File: src/pkg/ring_msg_pkg.sv
// Constants, register map and helpers shared by the ring status messaging block
package ring_msg_pkg;

    // Clock and link rates
    localparam int unsigned CLK_HZ       = 125_000_000;
    localparam int unsigned RATE_LO_BPS  = 64_000;
    localparam int unsigned RATE_HI_BPS  = 128_000;
    localparam int unsigned BIT_DIV_W    = 11;
    localparam logic [BIT_DIV_W-1:0] BIT_DIV_LO = BIT_DIV_W'(CLK_HZ / RATE_LO_BPS);
    localparam logic [BIT_DIV_W-1:0] BIT_DIV_HI = BIT_DIV_W'(CLK_HZ / RATE_HI_BPS);
    localparam int unsigned MS_HZ        = 1_000;

    // Timing in milliseconds
    localparam int unsigned MS_W             = 12;
    localparam logic [MS_W-1:0] INTEG_MAX_MS = 12'd500;
    localparam logic [MS_W-1:0] INTEG_REQ_MS = 12'(INTEG_MAX_MS - 12'd1);
    localparam logic [MS_W-1:0] PEER_TO_MS   = 12'(4 * INTEG_MAX_MS);
    localparam logic [MS_W-1:0] RING_TO_MS   = 12'(4 * INTEG_MAX_MS);

    // Frame layout: start, sender id, states, parity, stop
    localparam int unsigned ID_W      = 4;
    localparam int unsigned STATE_W   = 16;
    localparam int unsigned FRAME_W   = ID_W + STATE_W;
    localparam int unsigned NUM_PEERS = 1 << ID_W;

    // Register byte addresses
    localparam logic [7:0] ADDR_CTRL     = 8'h00;
    localparam logic [7:0] ADDR_STATES   = 8'h04;
    localparam logic [7:0] ADDR_RXSTATE  = 8'h08;
    localparam logic [7:0] ADDR_FLAGS    = 8'h0C;
    localparam logic [7:0] ADDR_IRQ_STAT = 8'h10;
    localparam logic [7:0] ADDR_IRQ_MASK = 8'h14;

    // Control field positions
    localparam int unsigned CTRL_EN_BIT    = 0;
    localparam int unsigned CTRL_DUAL_BIT  = 1;
    localparam int unsigned CTRL_RING_BIT  = 2;
    localparam int unsigned CTRL_FAST_BIT  = 3;
    localparam int unsigned CTRL_ID_LSB    = 8;
    localparam logic [31:0] CTRL_RESET     = 32'h0000_0008;
    localparam logic [STATE_W-1:0] STATES_RESET = 16'h0000;

    // Interrupt bit positions
    localparam int unsigned IRQ_W         = 3;
    localparam int unsigned IRQ_RING_BIT  = 0;
    localparam int unsigned IRQ_PEER_BIT  = 1;
    localparam int unsigned IRQ_RX_BIT    = 2;
    localparam logic [IRQ_W-1:0] IRQ_MASK_RESET = 3'h0;

    function automatic logic frame_parity(input logic [FRAME_W-1:0] d);
        frame_parity = ^d;
    endfunction

endpackage : ring_msg_pkg

File: src/rtl/ring_serial_tx.sv
// Frame serializer: start bit, data LSB first, even parity, stop bit
module ring_serial_tx import ring_msg_pkg::*; #(
    parameter int unsigned FW = FRAME_W
) (
    input  wire logic          ref_clk,
    input  wire logic          rstn,
    input  wire logic          bitEn,
    input  wire logic          load,
    input  wire logic [FW-1:0] frame,
    output logic               busy,
    output logic               txd
);
    localparam int unsigned SH_W = FW + 3;

    logic [SH_W-1:0] shift;
    logic [4:0]      bitsLeft;

    assign busy = (bitsLeft != 5'd0);

    always_ff @(posedge ref_clk or negedge rstn) begin
        if (!rstn) begin
            shift    <= '1;
            bitsLeft <= 5'd0;
            txd      <= 1'b1;
        end else if (load && !busy) begin
            shift    <= {1'b1, frame_parity(frame), frame, 1'b0};
            bitsLeft <= 5'(SH_W);
        end else if (bitEn && busy) begin
            txd      <= shift[0];
            shift    <= {1'b1, shift[SH_W-1:1]};
            bitsLeft <= 5'(bitsLeft - 5'd1);
        end else if (bitEn) begin
            txd      <= 1'b1;
        end
    end
endmodule // ring_serial_tx

File: src/rtl/ring_serial_rx.sv
// Frame deserializer with mid-bit sampling on the local bit period
module ring_serial_rx import ring_msg_pkg::*; #(
    parameter int unsigned FW = FRAME_W
) (
    input  wire logic                 ref_clk,
    input  wire logic                 rstn,
    input  wire logic [BIT_DIV_W-1:0] bitPeriod,
    input  wire logic                 rxd,
    output logic                      frameValid,
    output logic [FW-1:0]             frameData
);
    logic                 busy;
    logic [BIT_DIV_W-1:0] cnt;
    logic [4:0]           bitIdx;
    logic [FW:0]          shift;

    always_ff @(posedge ref_clk or negedge rstn) begin
        if (!rstn) begin
            busy       <= 1'b0;
            cnt        <= '0;
            bitIdx     <= 5'd0;
            shift      <= '0;
            frameValid <= 1'b0;
            frameData  <= '0;
        end else begin
            frameValid <= 1'b0;
            if (!busy) begin
                if (!rxd) begin
                    busy   <= 1'b1;
                    cnt    <= bitPeriod >> 1;
                    bitIdx <= 5'd0;
                end
            end else if (cnt != '0) begin
                cnt <= BIT_DIV_W'(cnt - 1'b1);
            end else begin
                cnt    <= BIT_DIV_W'(bitPeriod - 1'b1);
                bitIdx <= 5'(bitIdx + 5'd1);
                if (bitIdx == 5'd0) begin
                    // A glitch shorter than half a bit is not a start
                    busy <= !rxd;
                end else if (bitIdx == 5'(FW + 2)) begin
                    busy <= 1'b0;
                    if (rxd && (frame_parity(shift[FW-1:0]) == shift[FW])) begin
                        frameValid <= 1'b1;
                        frameData  <= shift[FW-1:0];
                    end
                end else begin
                    shift <= {rxd, shift[FW:1]};
                end
            end
        end
    end
endmodule // ring_serial_rx

File: src/rtl/direct_status_ring.sv
// Peer-to-peer status messaging over one or two direct channels with APB registers
//
// Function
// - Two-channel card: each own message leaves on both channels together.
// - Single-channel card: own messages leave on channel zero only.
// - Received messages carrying another sender identifier are forwarded onward; the code drops one that arrives while its channel's forward slot is full.
// - Integrity message with current states goes out at most 500 ms apart.
// - A state change is sent at once unless the channel is still busy.
// - Ring mode: own messages must return, else raise ring-break flag.
// - Raise peer-offline flag when any known peer stops sending.
// - Every own message carries this device's sender identifier.
// - Link rate 64 or 128 kbps, one rate for both channels.
// - Per-hop delay stays well inside 0.2 cycle fast, 0.4 cycle slow.
//
// Decided for this implementation: the APB interface to the registers and the address map.
module direct_status_ring import ring_msg_pkg::*; #(
    parameter int unsigned MS_CYCLES = CLK_HZ / MS_HZ
) (
    input  wire logic        ref_clk,
    input  wire logic        rstn,
    input  wire logic [7:0]  paddr,
    input  wire logic        psel,
    input  wire logic        penable,
    input  wire logic        pwrite,
    input  wire logic [31:0] pwdata,
    output logic [31:0]      prdata,
    output logic             pready,
    output logic             pslverr,
    input  wire logic        rxd0,
    input  wire logic        rxd1,
    output logic             txd0,
    output logic             txd1,
    output logic             ringBreak,
    output logic             peerOffline,
    output logic             irq
);
    localparam int unsigned MS_DIV_W = $clog2(MS_CYCLES + 1);

    // Configuration and state registers
    logic                 enable;
    logic                 dualChan;
    logic                 ringMode;
    logic                 fastRate;
    logic [ID_W-1:0]      senderIdentifier;
    logic [STATE_W-1:0]   states;
    logic [STATE_W-1:0]   lastSent;
    logic [STATE_W-1:0]   rxStates;
    logic [ID_W-1:0]      rxSender;
    logic [IRQ_W-1:0]     irqStat;
    logic [IRQ_W-1:0]     irqMask;

    // Timing
    logic [BIT_DIV_W-1:0] bitPeriod;
    logic [BIT_DIV_W-1:0] bitCnt;
    logic                 bitEn;
    logic [MS_DIV_W-1:0]  msCnt;
    logic                 msTick;
    logic [MS_W-1:0]      integMs;
    logic [MS_W-1:0]      ringMs;

    // Channels
    logic [1:0]           txBusy;
    logic [1:0]           txLoad;
    logic [FRAME_W-1:0]   txFrame [2];
    logic [1:0]           rxValid;
    logic [FRAME_W-1:0]   rxFrame [2];
    logic [1:0]           fwdPend;
    logic [FRAME_W-1:0]   fwdFrame [2];
    logic [1:0]           chanOn;
    logic                 ownPend;
    logic                 ownLaunch;
    logic [1:0]           ownBack;

    // Peer supervision
    logic [NUM_PEERS-1:0] peerKnown;
    logic [MS_W-1:0]      peerMs [NUM_PEERS];
    logic [NUM_PEERS-1:0] peerLate;

    // APB
    logic                 apbWrite;
    logic                 apbRead;
    logic [31:0]          next_prdata;
    logic                 next_err;

    function automatic logic [ID_W-1:0] frame_sender(input logic [FRAME_W-1:0] f);
        frame_sender = f[ID_W-1:0];
    endfunction

    function automatic logic [MS_W-1:0] ms_step(input logic [MS_W-1:0] v);
        ms_step = (v == '1) ? v : MS_W'(v + 1'b1);
    endfunction

    // Bit rate divider, one rate for both channels
    assign bitPeriod = fastRate ? BIT_DIV_HI : BIT_DIV_LO;

    always_ff @(posedge ref_clk or negedge rstn) begin
        if (!rstn) begin
            bitCnt <= '0;
            bitEn  <= 1'b0;
        end else if (bitCnt >= BIT_DIV_W'(bitPeriod - 1'b1)) begin
            bitCnt <= '0;
            bitEn  <= 1'b1;
        end else begin
            bitCnt <= BIT_DIV_W'(bitCnt + 1'b1);
            bitEn  <= 1'b0;
        end
    end

    always_ff @(posedge ref_clk or negedge rstn) begin
        if (!rstn) begin
            msCnt  <= '0;
            msTick <= 1'b0;
        end else if (msCnt == MS_DIV_W'(MS_CYCLES - 1)) begin
            msCnt  <= '0;
            msTick <= 1'b1;
        end else begin
            msCnt  <= MS_DIV_W'(msCnt + 1'b1);
            msTick <= 1'b0;
        end
    end

    // Channel one only carries traffic on a two-channel card
    assign chanOn = {dualChan, 1'b1};

    // Own message waits until every active transmitter is idle so both leave together
    assign ownLaunch = enable && ownPend && ((txBusy & chanOn) == 2'b00);

    always_comb begin
        for (int c = 0; c < 2; c++) begin
            if (ownLaunch) begin
                txLoad[c]  = chanOn[c];
                txFrame[c] = {states, senderIdentifier};
            end else begin
                txLoad[c]  = enable && fwdPend[c] && chanOn[c] && !txBusy[c];
                txFrame[c] = fwdFrame[c];
            end
        end
    end

    ring_serial_tx #(.FW(FRAME_W)) u_tx0 (
        .ref_clk (ref_clk),
        .rstn    (rstn),
        .bitEn   (bitEn),
        .load    (txLoad[0]),
        .frame   (txFrame[0]),
        .busy    (txBusy[0]),
        .txd     (txd0)
    );

    ring_serial_tx #(.FW(FRAME_W)) u_tx1 (
        .ref_clk (ref_clk),
        .rstn    (rstn),
        .bitEn   (bitEn),
        .load    (txLoad[1]),
        .frame   (txFrame[1]),
        .busy    (txBusy[1]),
        .txd     (txd1)
    );

    ring_serial_rx #(.FW(FRAME_W)) u_rx0 (
        .ref_clk    (ref_clk),
        .rstn       (rstn),
        .bitPeriod  (bitPeriod),
        .rxd        (rxd0),
        .frameValid (rxValid[0]),
        .frameData  (rxFrame[0])
    );

    ring_serial_rx #(.FW(FRAME_W)) u_rx1 (
        .ref_clk    (ref_clk),
        .rstn       (rstn),
        .bitPeriod  (bitPeriod),
        .rxd        (rxd1),
        .frameValid (rxValid[1]),
        .frameData  (rxFrame[1])
    );

    // Own message request: on change or when the integrity interval runs out
    always_ff @(posedge ref_clk or negedge rstn) begin
        if (!rstn) begin
            ownPend  <= 1'b0;
            lastSent <= STATES_RESET;
            integMs  <= '0;
        end else if (!enable) begin
            ownPend  <= 1'b0;
            integMs  <= '0;
        end else if (ownLaunch) begin
            ownPend  <= 1'b0;
            lastSent <= states;
            integMs  <= '0;
        end else begin
            if (states != lastSent) begin
                ownPend <= 1'b1;
            end
            if (integMs >= INTEG_REQ_MS) begin
                ownPend <= 1'b1;
            end
            if (msTick) begin
                integMs <= ms_step(integMs);
            end
        end
    end

    // Forwarding: one slot per channel, on the same direction it arrived from
    always_ff @(posedge ref_clk or negedge rstn) begin
        if (!rstn) begin
            fwdPend     <= 2'b00;
            fwdFrame[0] <= '0;
            fwdFrame[1] <= '0;
        end else begin
            for (int c = 0; c < 2; c++) begin
                if (!enable || !chanOn[c]) begin
                    fwdPend[c] <= 1'b0;
                end else if (txLoad[c] && !ownLaunch) begin
                    fwdPend[c] <= 1'b0;
                end else if (rxValid[c] && !fwdPend[c]
                             && frame_sender(rxFrame[c]) != senderIdentifier) begin
                    // A full slot drops the new frame: bandwidth is exhausted
                    fwdPend[c]  <= 1'b1;
                    fwdFrame[c] <= rxFrame[c];
                end
            end
        end
    end

    // Own frames seen coming back around the ring
    always_comb begin
        for (int c = 0; c < 2; c++) begin
            ownBack[c] = rxValid[c] && (frame_sender(rxFrame[c]) == senderIdentifier);
        end
    end

    always_ff @(posedge ref_clk or negedge rstn) begin
        if (!rstn) begin
            ringMs    <= '0;
            ringBreak <= 1'b0;
        end else if (!enable || !ringMode) begin
            ringMs    <= '0;
            ringBreak <= 1'b0;
        end else begin
            if (ownBack != 2'b00) begin
                ringMs <= '0;
            end else if (msTick) begin
                ringMs <= ms_step(ringMs);
            end
            ringBreak <= (ringMs >= RING_TO_MS);
        end
    end

    // Last received states from any other sender
    always_ff @(posedge ref_clk or negedge rstn) begin
        if (!rstn) begin
            rxStates <= '0;
            rxSender <= '0;
        end else begin
            for (int c = 0; c < 2; c++) begin
                if (rxValid[c] && !ownBack[c]) begin
                    rxStates <= rxFrame[c][FRAME_W-1:ID_W];
                    rxSender <= frame_sender(rxFrame[c]);
                end
            end
        end
    end

    // Peer supervision, indexed by the sender identifier
    always_ff @(posedge ref_clk or negedge rstn) begin
        if (!rstn) begin
            peerKnown <= '0;
            for (int p = 0; p < NUM_PEERS; p++) begin
                peerMs[p] <= '0;
            end
        end else if (!enable) begin
            peerKnown <= '0;
        end else begin
            for (int p = 0; p < NUM_PEERS; p++) begin
                if ((rxValid[0] && !ownBack[0] && frame_sender(rxFrame[0]) == ID_W'(p))
                    || (rxValid[1] && !ownBack[1] && frame_sender(rxFrame[1]) == ID_W'(p)))
                begin
                    peerKnown[p] <= 1'b1;
                    peerMs[p]    <= '0;
                end else if (msTick) begin
                    peerMs[p]    <= ms_step(peerMs[p]);
                end
            end
        end
    end

    always_comb begin
        for (int p = 0; p < NUM_PEERS; p++) begin
            peerLate[p] = peerKnown[p] && (peerMs[p] >= PEER_TO_MS);
        end
    end

    always_ff @(posedge ref_clk or negedge rstn) begin
        if (!rstn) begin
            peerOffline <= 1'b0;
        end else begin
            peerOffline <= (peerLate != '0);
        end
    end

    // APB slave: one wait-free access phase, answer registered
    assign apbWrite = psel && penable && pwrite && pready;
    assign apbRead  = psel && !penable && !pwrite;

    always_ff @(posedge ref_clk or negedge rstn) begin
        if (!rstn) begin
            enable           <= CTRL_RESET[CTRL_EN_BIT];
            dualChan         <= CTRL_RESET[CTRL_DUAL_BIT];
            ringMode         <= CTRL_RESET[CTRL_RING_BIT];
            fastRate         <= CTRL_RESET[CTRL_FAST_BIT];
            senderIdentifier <= CTRL_RESET[CTRL_ID_LSB +: ID_W];
            states           <= STATES_RESET;
            irqMask          <= IRQ_MASK_RESET;
        end else if (apbWrite) begin
            if (paddr == ADDR_CTRL) begin
                enable           <= pwdata[CTRL_EN_BIT];
                dualChan         <= pwdata[CTRL_DUAL_BIT];
                ringMode         <= pwdata[CTRL_RING_BIT];
                fastRate         <= pwdata[CTRL_FAST_BIT];
                senderIdentifier <= pwdata[CTRL_ID_LSB +: ID_W];
            end else if (paddr == ADDR_STATES) begin
                states           <= pwdata[STATE_W-1:0];
            end else if (paddr == ADDR_IRQ_MASK) begin
                irqMask          <= pwdata[IRQ_W-1:0];
            end
        end
    end

    // Sticky events; a new event in the clearing cycle survives the clear
    always_ff @(posedge ref_clk or negedge rstn) begin
        if (!rstn) begin
            irqStat <= '0;
        end else begin
            for (int b = 0; b < IRQ_W; b++) begin
                if (apbWrite && paddr == ADDR_IRQ_STAT && pwdata[b]) begin
                    irqStat[b] <= 1'b0;
                end
            end
            if (!ringBreak && enable && ringMode && ringMs >= RING_TO_MS) begin
                irqStat[IRQ_RING_BIT] <= 1'b1;
            end
            if (!peerOffline && peerLate != '0) begin
                irqStat[IRQ_PEER_BIT] <= 1'b1;
            end
            if ((rxValid & ~ownBack) != 2'b00) begin
                irqStat[IRQ_RX_BIT] <= 1'b1;
            end
        end
    end

    always_ff @(posedge ref_clk or negedge rstn) begin
        if (!rstn) begin
            irq <= 1'b0;
        end else begin
            irq <= ((irqStat & irqMask) != '0);
        end
    end

    always_comb begin
        next_prdata = 32'h0000_0000;
        next_err    = 1'b0;
        if (paddr == ADDR_CTRL) begin
            next_prdata[CTRL_EN_BIT]             = enable;
            next_prdata[CTRL_DUAL_BIT]           = dualChan;
            next_prdata[CTRL_RING_BIT]           = ringMode;
            next_prdata[CTRL_FAST_BIT]           = fastRate;
            next_prdata[CTRL_ID_LSB +: ID_W]     = senderIdentifier;
        end else if (paddr == ADDR_STATES) begin
            next_prdata[STATE_W-1:0]             = states;
        end else if (paddr == ADDR_RXSTATE) begin
            next_prdata[STATE_W-1:0]             = rxStates;
            next_prdata[STATE_W +: ID_W]         = rxSender;
        end else if (paddr == ADDR_FLAGS) begin
            next_prdata[0]                       = ringBreak;
            next_prdata[1]                       = peerOffline;
            next_prdata[31:16]                   = peerKnown & ~peerLate;
        end else if (paddr == ADDR_IRQ_STAT) begin
            next_prdata[IRQ_W-1:0]               = irqStat;
        end else if (paddr == ADDR_IRQ_MASK) begin
            next_prdata[IRQ_W-1:0]               = irqMask;
        end else begin
            next_err                             = 1'b1;
        end
    end

    always_ff @(posedge ref_clk or negedge rstn) begin
        if (!rstn) begin
            pready  <= 1'b0;
            pslverr <= 1'b0;
            prdata  <= 32'h0000_0000;
        end else begin
            pready  <= psel && !penable;
            pslverr <= psel && !penable && next_err;
            if (apbRead) begin
                prdata <= next_prdata;
            end
        end
    end
endmodule // direct_status_ring

File: config.mk
export PLATFORM = sky130hd
export DESIGN_NAME = direct_status_ring
export DESIGN_NICKNAME = d
export VERILOG_FILES = /design/src/pkg/ring_msg_pkg.sv /design/src/rtl/ring_serial_tx.sv /design/src/rtl/ring_serial_rx.sv /design/src/rtl/direct_status_ring.sv
export SDC_FILE = /design/constraint.sdc
export NUM_CORES = 1
export LEC_CHECK = 0
export ABC_AREA = 1
export BUFFER_PORTS_ARGS = -buffer_cell sky130_fd_sc_hd__buf_4
export CAP_MARGIN = 20
export CORE_AREA = 4 4 265 397
export DETAILED_ROUTE_END_ITERATION = 7
export DIE_AREA = 0 0 269 401
export GPL_ROUTABILITY_DRIVEN = 0
export PLACE_DENSITY = 0.47
export SLEW_MARGIN = 10
export SYNTH_ARGS = -nofsm -noshare
export SYNTH_HDL_FRONTEND = slang
export SYNTH_SLANG_ARGS = --single-unit
File: constraint.sdc
create_clock -name ref_clk -period 2.8 [get_ports ref_clk]
set_input_delay 0.14 -clock ref_clk [delete_from_list [all_inputs] [get_ports ref_clk]]
set_output_delay 0.14 -clock ref_clk [all_outputs]
set_load 0.005 [all_outputs]
==> flow_summary.toml, run 1 <==
[power_and_ir_drop]
seqPwrFrac = 0.472
finalPower_uw = 18400
sw_frac_of_total = 0.231
p_switching_uw = 4250
p_int_uw = 14100
pwr_density_cell_nw_per_um2 = 518
combPwrFrac = 0.044
leakagePower_uw = 0.0160
vdd_drop_max_v = 0.000439
pwr-share-clk = 0.484

[hold_path]
hold_path.class = "primary input to register"

[worst_setup_path]
path_buf_inv = 5
cp.depth = 21
criticalPathCategory = "register to register"
r2r-start = "u_tx0.bitsLeft[1]$_DFFE_PN0P_"
worst_r2r_endpoint = "u_tx1.shift[21]$_DFFE_PN1P_"
path_max_fanout = 44
setup.worst_path.end_class = "register"
cp_top_family = "simple AND/OR/NAND/NOR gates"
arrival_ps = 3190
setup.worst_path.end = "u_tx1.shift[21]$_DFFE_PN1P_"
cp_slowest_stage_delay_ps = 400
ff2ff_setup_slack_ps = 190
critPathLaunch = "u_tx0.bitsLeft[1]$_DFFE_PN0P_"
worst_path_most_repeated_cell = "nand2_1"
rr_worst_depth = 21
cp_slowest_cell = "dfrtp_1"
worstPathRequired_ps = 3380
path_cells = "inv_1, ha_1, inv_1, nor2_1, nand2_2, nor2_4, nand2_2, buf_12, o21ai_2, inv_1, nand2_1, nand2_1, nand2_1, nand2_1, nand2_1, nand2_1, nand2_1, nand3_1, nand3_1, nand2_1, inv_1"
startpoint_type = "register"

[logic_synthesis]
yosys.cell_types.count = 66
syn_inst = 3750
syn_nets = 3853
avgSynthCellArea_um2 = 8.11
async_flop_share = 1.00
synth-seq-cells = 582
synth_edf_count = 0
ys_seq_area_frac = 0.481
netlist.area_leader.share = 0.440
yosys.area.top_type = "dfrtp_1"
yosys_most_used_dff = "dfrtp_1"
netlist_area_um2 = 30400
synthTopCellsByArea = "dfrtp_1 44%, nand2_1 9.5%, inv_1 7.2%"
synth_common_cells = "771 x nand2_1, 587 x inv_1, 535 x dfrtp_1, 398 x o21ai_0, 294 x nor2_1"
yosysWarnings = 0
yosysMostFrequentCell = "nand2_1"

[timing]
fmax_ghz = 0.383
worst_pin_slew_ps = 893
relSlewSlack = 0.405
hold_viol = 0
finalCriticalPeriod_ps = 2610
final-setup-viol-count = 0
drv_slew = 0
post-route-period-util = 0.933
skew_ps = 34.9

[clocking]
clock-sinks = 582
cts_tree = "yes"
htree_levels = 2
clkTransAtPathRegs_ps = 70
worstSkewPairLatency_ps = 640
cts_buffer_depth = 3
root_buffer = "clkbuf_16"
cts_made_buffers = 61

[routing]
drcViolationCount = 0
num_vias = 24800
ant_nets = 0
drt_iter0_drc = 1318
vias_per_cell = 4.72
drt_wl_total_um = 83700
wl_per_cell_um = 15.9
first_pass_iters = 5

[final_layout]
final_core_util = 0.350
finalNonFillerCells = 5264
nets = 4012
syn_to_final_growth_pct = 16.6
drive_gt1_frac = 0.119
finish.instance_area_um2 = 35500

[job]
drv_cap = 0

[floorplanning]
placementRows = 143
initial_core_util = 0.300
dieWidth_um = 269
ios = 86
die_y_um = 401
dieArea_um2 = 108000
coreArea_um2 = 101000

[global_routing]
grt_pass1_wl_um = 134000
grt_antenna_before_repair = 1
grt_pass1_vias = 24800
gr-total-overflow = 0
grt_usage = 0.153
grt_max_degree = 80

[placement]
dpl.cell_count = 5123
dp_hpwl_um = 61900
portBuffers = 69
post_dp_cell_area_um2 = 32900

[run_status]
status = "finished clean"
per-stage QoR:
| step | setup TNS (ps) | hold slack, ps | setup slack (ps) |
|---|---|---|---|
| floorplan | 0 | -156 | 539 |
| CTS | 0 | 4.24 | 147 |
| detailed placement | -19.7 | 174 | -19.7 |
| global route | -43.2 | 73.0 | -23.7 |
| global placement | -5.33 | 179 | -5.33 |
| finish | 0 | 53.2 | 187 |
worst min path at each step:
stage	startpoint	cells past startpoint	endpoint
3_5_place_dp	rstn	1	msCnt[16]$_DFF_PN0_
6_report	paddr[2]	5	pslverr$_DFF_PN0_
3_3_place_gp	rstn	1	msCnt[16]$_DFF_PN0_
2_1_floorplan	rstn	0	bitCnt[0]$_DFF_PN0_
5_1_grt	paddr[3]	5	pslverr$_DFF_PN0_
4_1_cts	paddr[2]	5	pslverr$_DFF_PN0_
metal layers:
layer | vias to the layer above | share of wire | GRT usage
met4 | 0 | 0.027 | 0.0442
met3 | 101 | 0.033 | 0.0201
met2 | 318 | 0.51 | 0.278
met1 | 11900 | 0.43 | 0.189
li1 | 12500 | - | -
met5 | - | 0 | 0
area by class of cell:
cell class / count / area (um2)
timing repair buffer: 178 / 1520
antenna: 1 / 2.50
clock inverter: 27 / 375
tap: 1305 / 1630
fill: 10600 / 66000
inverter: 598 / 2250
multi-input combinational: 2488 / 13200
sequential: 582 / 14600
clock buffer: 85 / 1830
worst min-delay path, stage by stage:
cell	delay, ps
buf_4	130
inv_1	80
nand3_1	120
inv_1	130
nor3_1	60
power groups by stage:
stage                     logic (uW)  clock network, uW  registers [uW]
final                            804               8890            8680
after global routing             956               9530            8700
after CTS                        826               9240            8680
after detailed placement         798                  0            8830
after global placement           783                  0            8830
after floorplan                  443                  0            8810
registers in the layout (all words and copies together) (netlist names), 12 cells and up:
name and flops:
u_tx0.shift 22, peerMs 192, states 16, u_rx1.frameData 20, lastSent 16, integMs 12, u_rx0.shift 21, rxStates 16
fwdFrame 40, u_tx1.shift 22, u_rx0.frameData 20, ringMs 12, peerKnown 16, msCnt 17, prdata 32, u_rx1.shift 21
cells in the final DEF, fill, tap and decap left out, types with 7 or more instances in the layout:
cell type,Yosys,final
a211oi_1,15,15
a21boi_0,8,8
a21oi_1,145,145
a22oi_1,11,11
buf_12,0,9
buf_4,6,144
bufinv_16,0,8
clkbuf_16,0,62
clkbuf_8,0,19
clkinv_2,0,9
dfrtp_1,535,533
dfstp_2,47,47
dlygate4sd3_1,0,24
ha_1,56,56
inv_1,587,584
inv_2,8,11
mux2_2,16,16
nand2_1,771,761
nand2_2,34,43
nand2_4,11,12
nand3_1,208,207
nand4_1,44,44
nor2_1,294,290
nor2_2,14,17
nor3_1,81,81
nor3b_1,12,12
nor4_1,27,27
o21ai_0,398,398
o21ai_1,19,19
o21ai_2,9,9
o221ai_1,35,35
o22ai_1,23,23
o22ai_2,10,10
o31ai_1,29,29
o41ai_1,9,9
or2_2,7,7
xnor2_1,41,39
xor2_1,92,92
cells by family (layout without fill, tap and decap cells):
logic type / Yosys count / after routing / synth area share
AO/OA/AOI/OAI: 748 / 748 / 0.142
AND/OR/NAND/NOR: 1535 / 1535 / 0.223
XOR/XNOR: 133 / 133 / 0.0383
multiplexers: 16 / 16 / 0.00592
flip-flops: 582 / 582 / 0.481
buffers and inverters: 680 / 888 / 0.0865
other: 0 / 1 / 0
adder cells (fa/ha/maj): 56 / 56 / 0.0230
what timing repair did:
action | in CTS | in global routing
hold buffers | 24 | 0
endpoints found under the hold margin | 252 | 0
pin swaps | 0 | 3
buffers inserted | 0 | 4
gates resized for setup | 1 | 20
setup endpoints to repair | 1 | 45
Power figures use the tool's default switching activity.
==> run 2: changes to the inputs <==
--- a/config.mk
+++ b/config.mk
@@ -8,12 +8,13 @@
 export ABC_AREA = 1
 export BUFFER_PORTS_ARGS = -buffer_cell sky130_fd_sc_hd__buf_4
 export CAP_MARGIN = 20
-export CORE_AREA = 4 4 265 397
+export CORE_AREA = 4 4 280 419
 export DETAILED_ROUTE_END_ITERATION = 7
-export DIE_AREA = 0 0 269 401
+export DIE_AREA = 0 0 284 423
 export GPL_ROUTABILITY_DRIVEN = 0
 export PLACE_DENSITY = 0.47
 export SLEW_MARGIN = 10
 export SYNTH_ARGS = -nofsm -noshare
 export SYNTH_HDL_FRONTEND = slang
+export SYNTH_HIERARCHICAL = 1
 export SYNTH_SLANG_ARGS = --single-unit
==> run 2 against run 1 <==
Critical path depth rose by 5. Core utilization fell by 0.20 points. Area after synthesis rose by 11%. Total power rose by 13%. Maximum frequency fell by 4.0%. Via count rose by 18%. Clock skew fell by 6.1 ps. Flip-flop and latch count did not move. Routed wire length rose by 17%. Hold slack improved by 43 ps. Synthesized cell count rose by 22%. Critical endpoint is now u_tx1/shift[21]$_DFFE_PN1P_. Largest power group unchanged. Highest routed layer unchanged.
==> flow_summary.toml, run 2 <==
[logic_synthesis]
syn_inst = 4586
ys_seq_area_frac = 0.431
synth-seq-cells = 582
synth_edf_count = 0
avgSynthCellArea_um2 = 7.39
yosys.cell_types.count = 57
yosysMostFrequentCell = "nand2_1"
async_flop_share = 1.00
netlist.area_leader.share = 0.395
synth_common_cells = "1,467 x nand2_1, 535 x dfrtp_1, 475 x inv_1, 464 x nor2_1, 391 x nand3_1"
yosys_most_used_dff = "dfrtp_1"
synthTopCellsByArea = "dfrtp_1 39%, nand2_1 16%, nand3_1 5.8%"
yosysWarnings = 6
yosys.area.top_type = "dfrtp_1"
netlist_area_um2 = 33900

[placement]
dpl_worst_slack_ps = -162
dp_hpwl_um = 71300
portBuffers = 69
dpl.cell_count = 6129

[power_and_ir_drop]
leakagePower_uw = 0.0191
vdd_drop_max_v = 0.000354
sw_frac_of_total = 0.274
seqPwrFrac = 0.432
pwr-share-clk = 0.453
combPwrFrac = 0.115
p_int_uw = 15100
p_switching_uw = 5690
pwr_density_cell_nw_per_um2 = 526
finalPower_uw = 20800

[timing]
hold_viol = 0
rsz0062_at_grt = "true"
finalCriticalPeriod_ps = 2720
final-setup-viol-count = 0
fin_ws_ps = 77.8
post-route-period-util = 0.972
skew_ps = 28.8
drv_slew = 0
fmax_ghz = 0.367
relSlewSlack = 0.473
worst_pin_slew_ps = 790

[final_layout]
syn_to_final_growth_pct = 16.8
largest_reg_flops = 192
nets = 4874
finalNonFillerCells = 6293
fill_cells = 12100
layout_commonest_cell = "nand2_1"
regMostFlops = "peerMs"
drive_gt1_frac = 0.119
register_area_um2 = 14600
top_regs = "peerMs: 192 flops, fwdFrame: 40 flops, prdata: 32 flops"
final_cell_mix = "1,438 x nand2_1, 534 x dfrtp_1, 468 x inv_1, 457 x nor2_1, 391 x nand3_1"
multi_input_area_um2 = 16800

[worst_setup_path]
criticalPathCategory = "register to register"
cp_slowest_cell = "dfrtp_1"
startpoint_type = "register"
cp_slowest_stage_delay_ps = 380
ff2ff_setup_slack_ps = 80
rr_worst_depth = 26
worstPathRequired_ps = 3400
worst_r2r_endpoint = "u_tx1/shift[21]$_DFFE_PN1P_"
path_max_fanout = 19
setup.worst_path.end_class = "register"
arrival_ps = 3320
r2r-start = "u_tx1/bitsLeft[1]$_DFFE_PN0P_"
worst_path_most_repeated_cell = "nand2_1"

[clocking]
htree_levels = 3
cts_made_buffers = 68
worstSkewPairLatency_ps = 650
clkTransAtPathRegs_ps = 70
root_buffer = "clkbuf_16"
clock-sinks = 582
cts_buffer_depth = 3
cts_tree = "yes"

[floorplanning]
dieWidth_um = 284
coreArea_um2 = 114000
placementRows = 152
initial_core_util = 0.298
ios = 86
die_y_um = 423
dieArea_um2 = 120000

[global_routing]
gr-total-overflow = 0
grt_pass1_vias = 28800
grt_max_degree = 97
grt_antenna_before_repair = 1
grt_pass1_wl_um = 158000
grt_usage = 0.161

[routing]
drt_iter0_drc = 1701
num_vias = 29400
vias_per_cell = 4.68
drcViolationCount = 0
first_pass_iters = 5
drt_wl_total_um = 98200
wl_per_cell_um = 15.6
ant_nets = 0

[hold_path]
min_to = "prdata[18]$_DFFE_PN0P_"
min-delay-start = "pwrite"
hold_depth = 5
hold_path.class = "primary input to register"

[job]
drv_cap = 0

[run_status]
status = "finished clean"
## run 2: worst max path at each step
stage | startpoint | endpoint | cells after the start
after global placement | u_tx1/bitsLeft[1]$_DFFE_PN0P_ | u_tx1/shift[21]$_DFFE_PN1P_ | 27
after detailed placement | u_tx1/bitsLeft[1]$_DFFE_PN0P_ | u_tx1/shift[21]$_DFFE_PN1P_ | 23
final | u_tx1/bitsLeft[1]$_DFFE_PN0P_ | u_tx1/shift[21]$_DFFE_PN1P_ | 26
after floorplan | u_tx0/bitsLeft[0]$_DFFE_PN0P_ | u_tx1/shift[18]$_DFFE_PN1P_ | 20
after global routing | u_tx1/bitsLeft[1]$_DFFE_PN0P_ | u_tx1/shift[21]$_DFFE_PN1P_ | 24
after CTS | u_tx1/bitsLeft[0]$_DFFE_PN0P_ | u_tx0/shift[21]$_DFFE_PN1P_ | 25
## run 2: metal layers
layer  wire length (um)  vias to the layer above  global-route usage
met5                  0                        -                   0
met2              48100                      459               0.283
met3               3270                      125              0.0206
li1                   -                    15000                   -
met1              43900                    13900               0.204
met4               2920                        0              0.0555
## run 2: worst max-delay path: cells and delay by family (launching register included)
family	cells	cell delay [ps]
flip-flops	1	380
AND/OR/NAND/NOR	19	1720
buffers and inverters	6	450
adder cells (fa/ha/maj)	1	130
## run 2: kinds of logic after synthesis
kind of cell	after synthesis	share of synthesized area
adder cells (fa/ha/maj)	54	0.0199
AO/OA/AOI/OAI	432	0.0700
buffers and inverters	625	0.0798
XOR/XNOR	229	0.0592
flip-flops	582	0.431
multiplexers	11	0.00362
other	2	0.000222
AND/OR/NAND/NOR	2651	0.336
## run 2: repair_timing
item	in CTS	in global routing
endpoints found under the hold margin	574	0
setup endpoints to repair	15	58
hold buffers	25	0
cloned	0	2
pin swaps	3	11
resized for setup	13	64
setup buffers	1	8
## run 2: per-stage QoR
stage / setup TNS, ps / area [um2] / utilization / hold WS [ps]
3_3_place_gp: -177 / 36600 / 0.321 / 101
6_report: 0 / 39600 / 0.347 / 95.8
5_1_grt: -270 / 39600 / 0.347 / 102
3_5_place_dp: -623 / 36600 / 0.321 / 103
4_1_cts: 0 / 39200 / 0.344 / 40.7
2_1_floorplan: 0 / 34000 / - / -156
## run 2: layout make-up
cell class / count / share of cell area
Sequential cell: 582 / 0.369
Clock buffer: 95 / 0.0497
Antenna cell: 2 / 0.000126
Tap cell: 1463 / 0.0462
Timing Repair Buffer: 242 / 0.0542
Clock inverter: 30 / 0.00942
Inverter: 484 / 0.0460
Multi-Input combinational cell: 3395 / 0.425
## run 2: power groups by stage
stage	logic, uW	clock network [uW]	registers, uW
after global placement	2360	0	9140
after global routing	2750	10100	9040
final	2390	9430	8990
after detailed placement	2390	0	9140
after CTS	2430	9810	8990
after floorplan	1670	0	9060
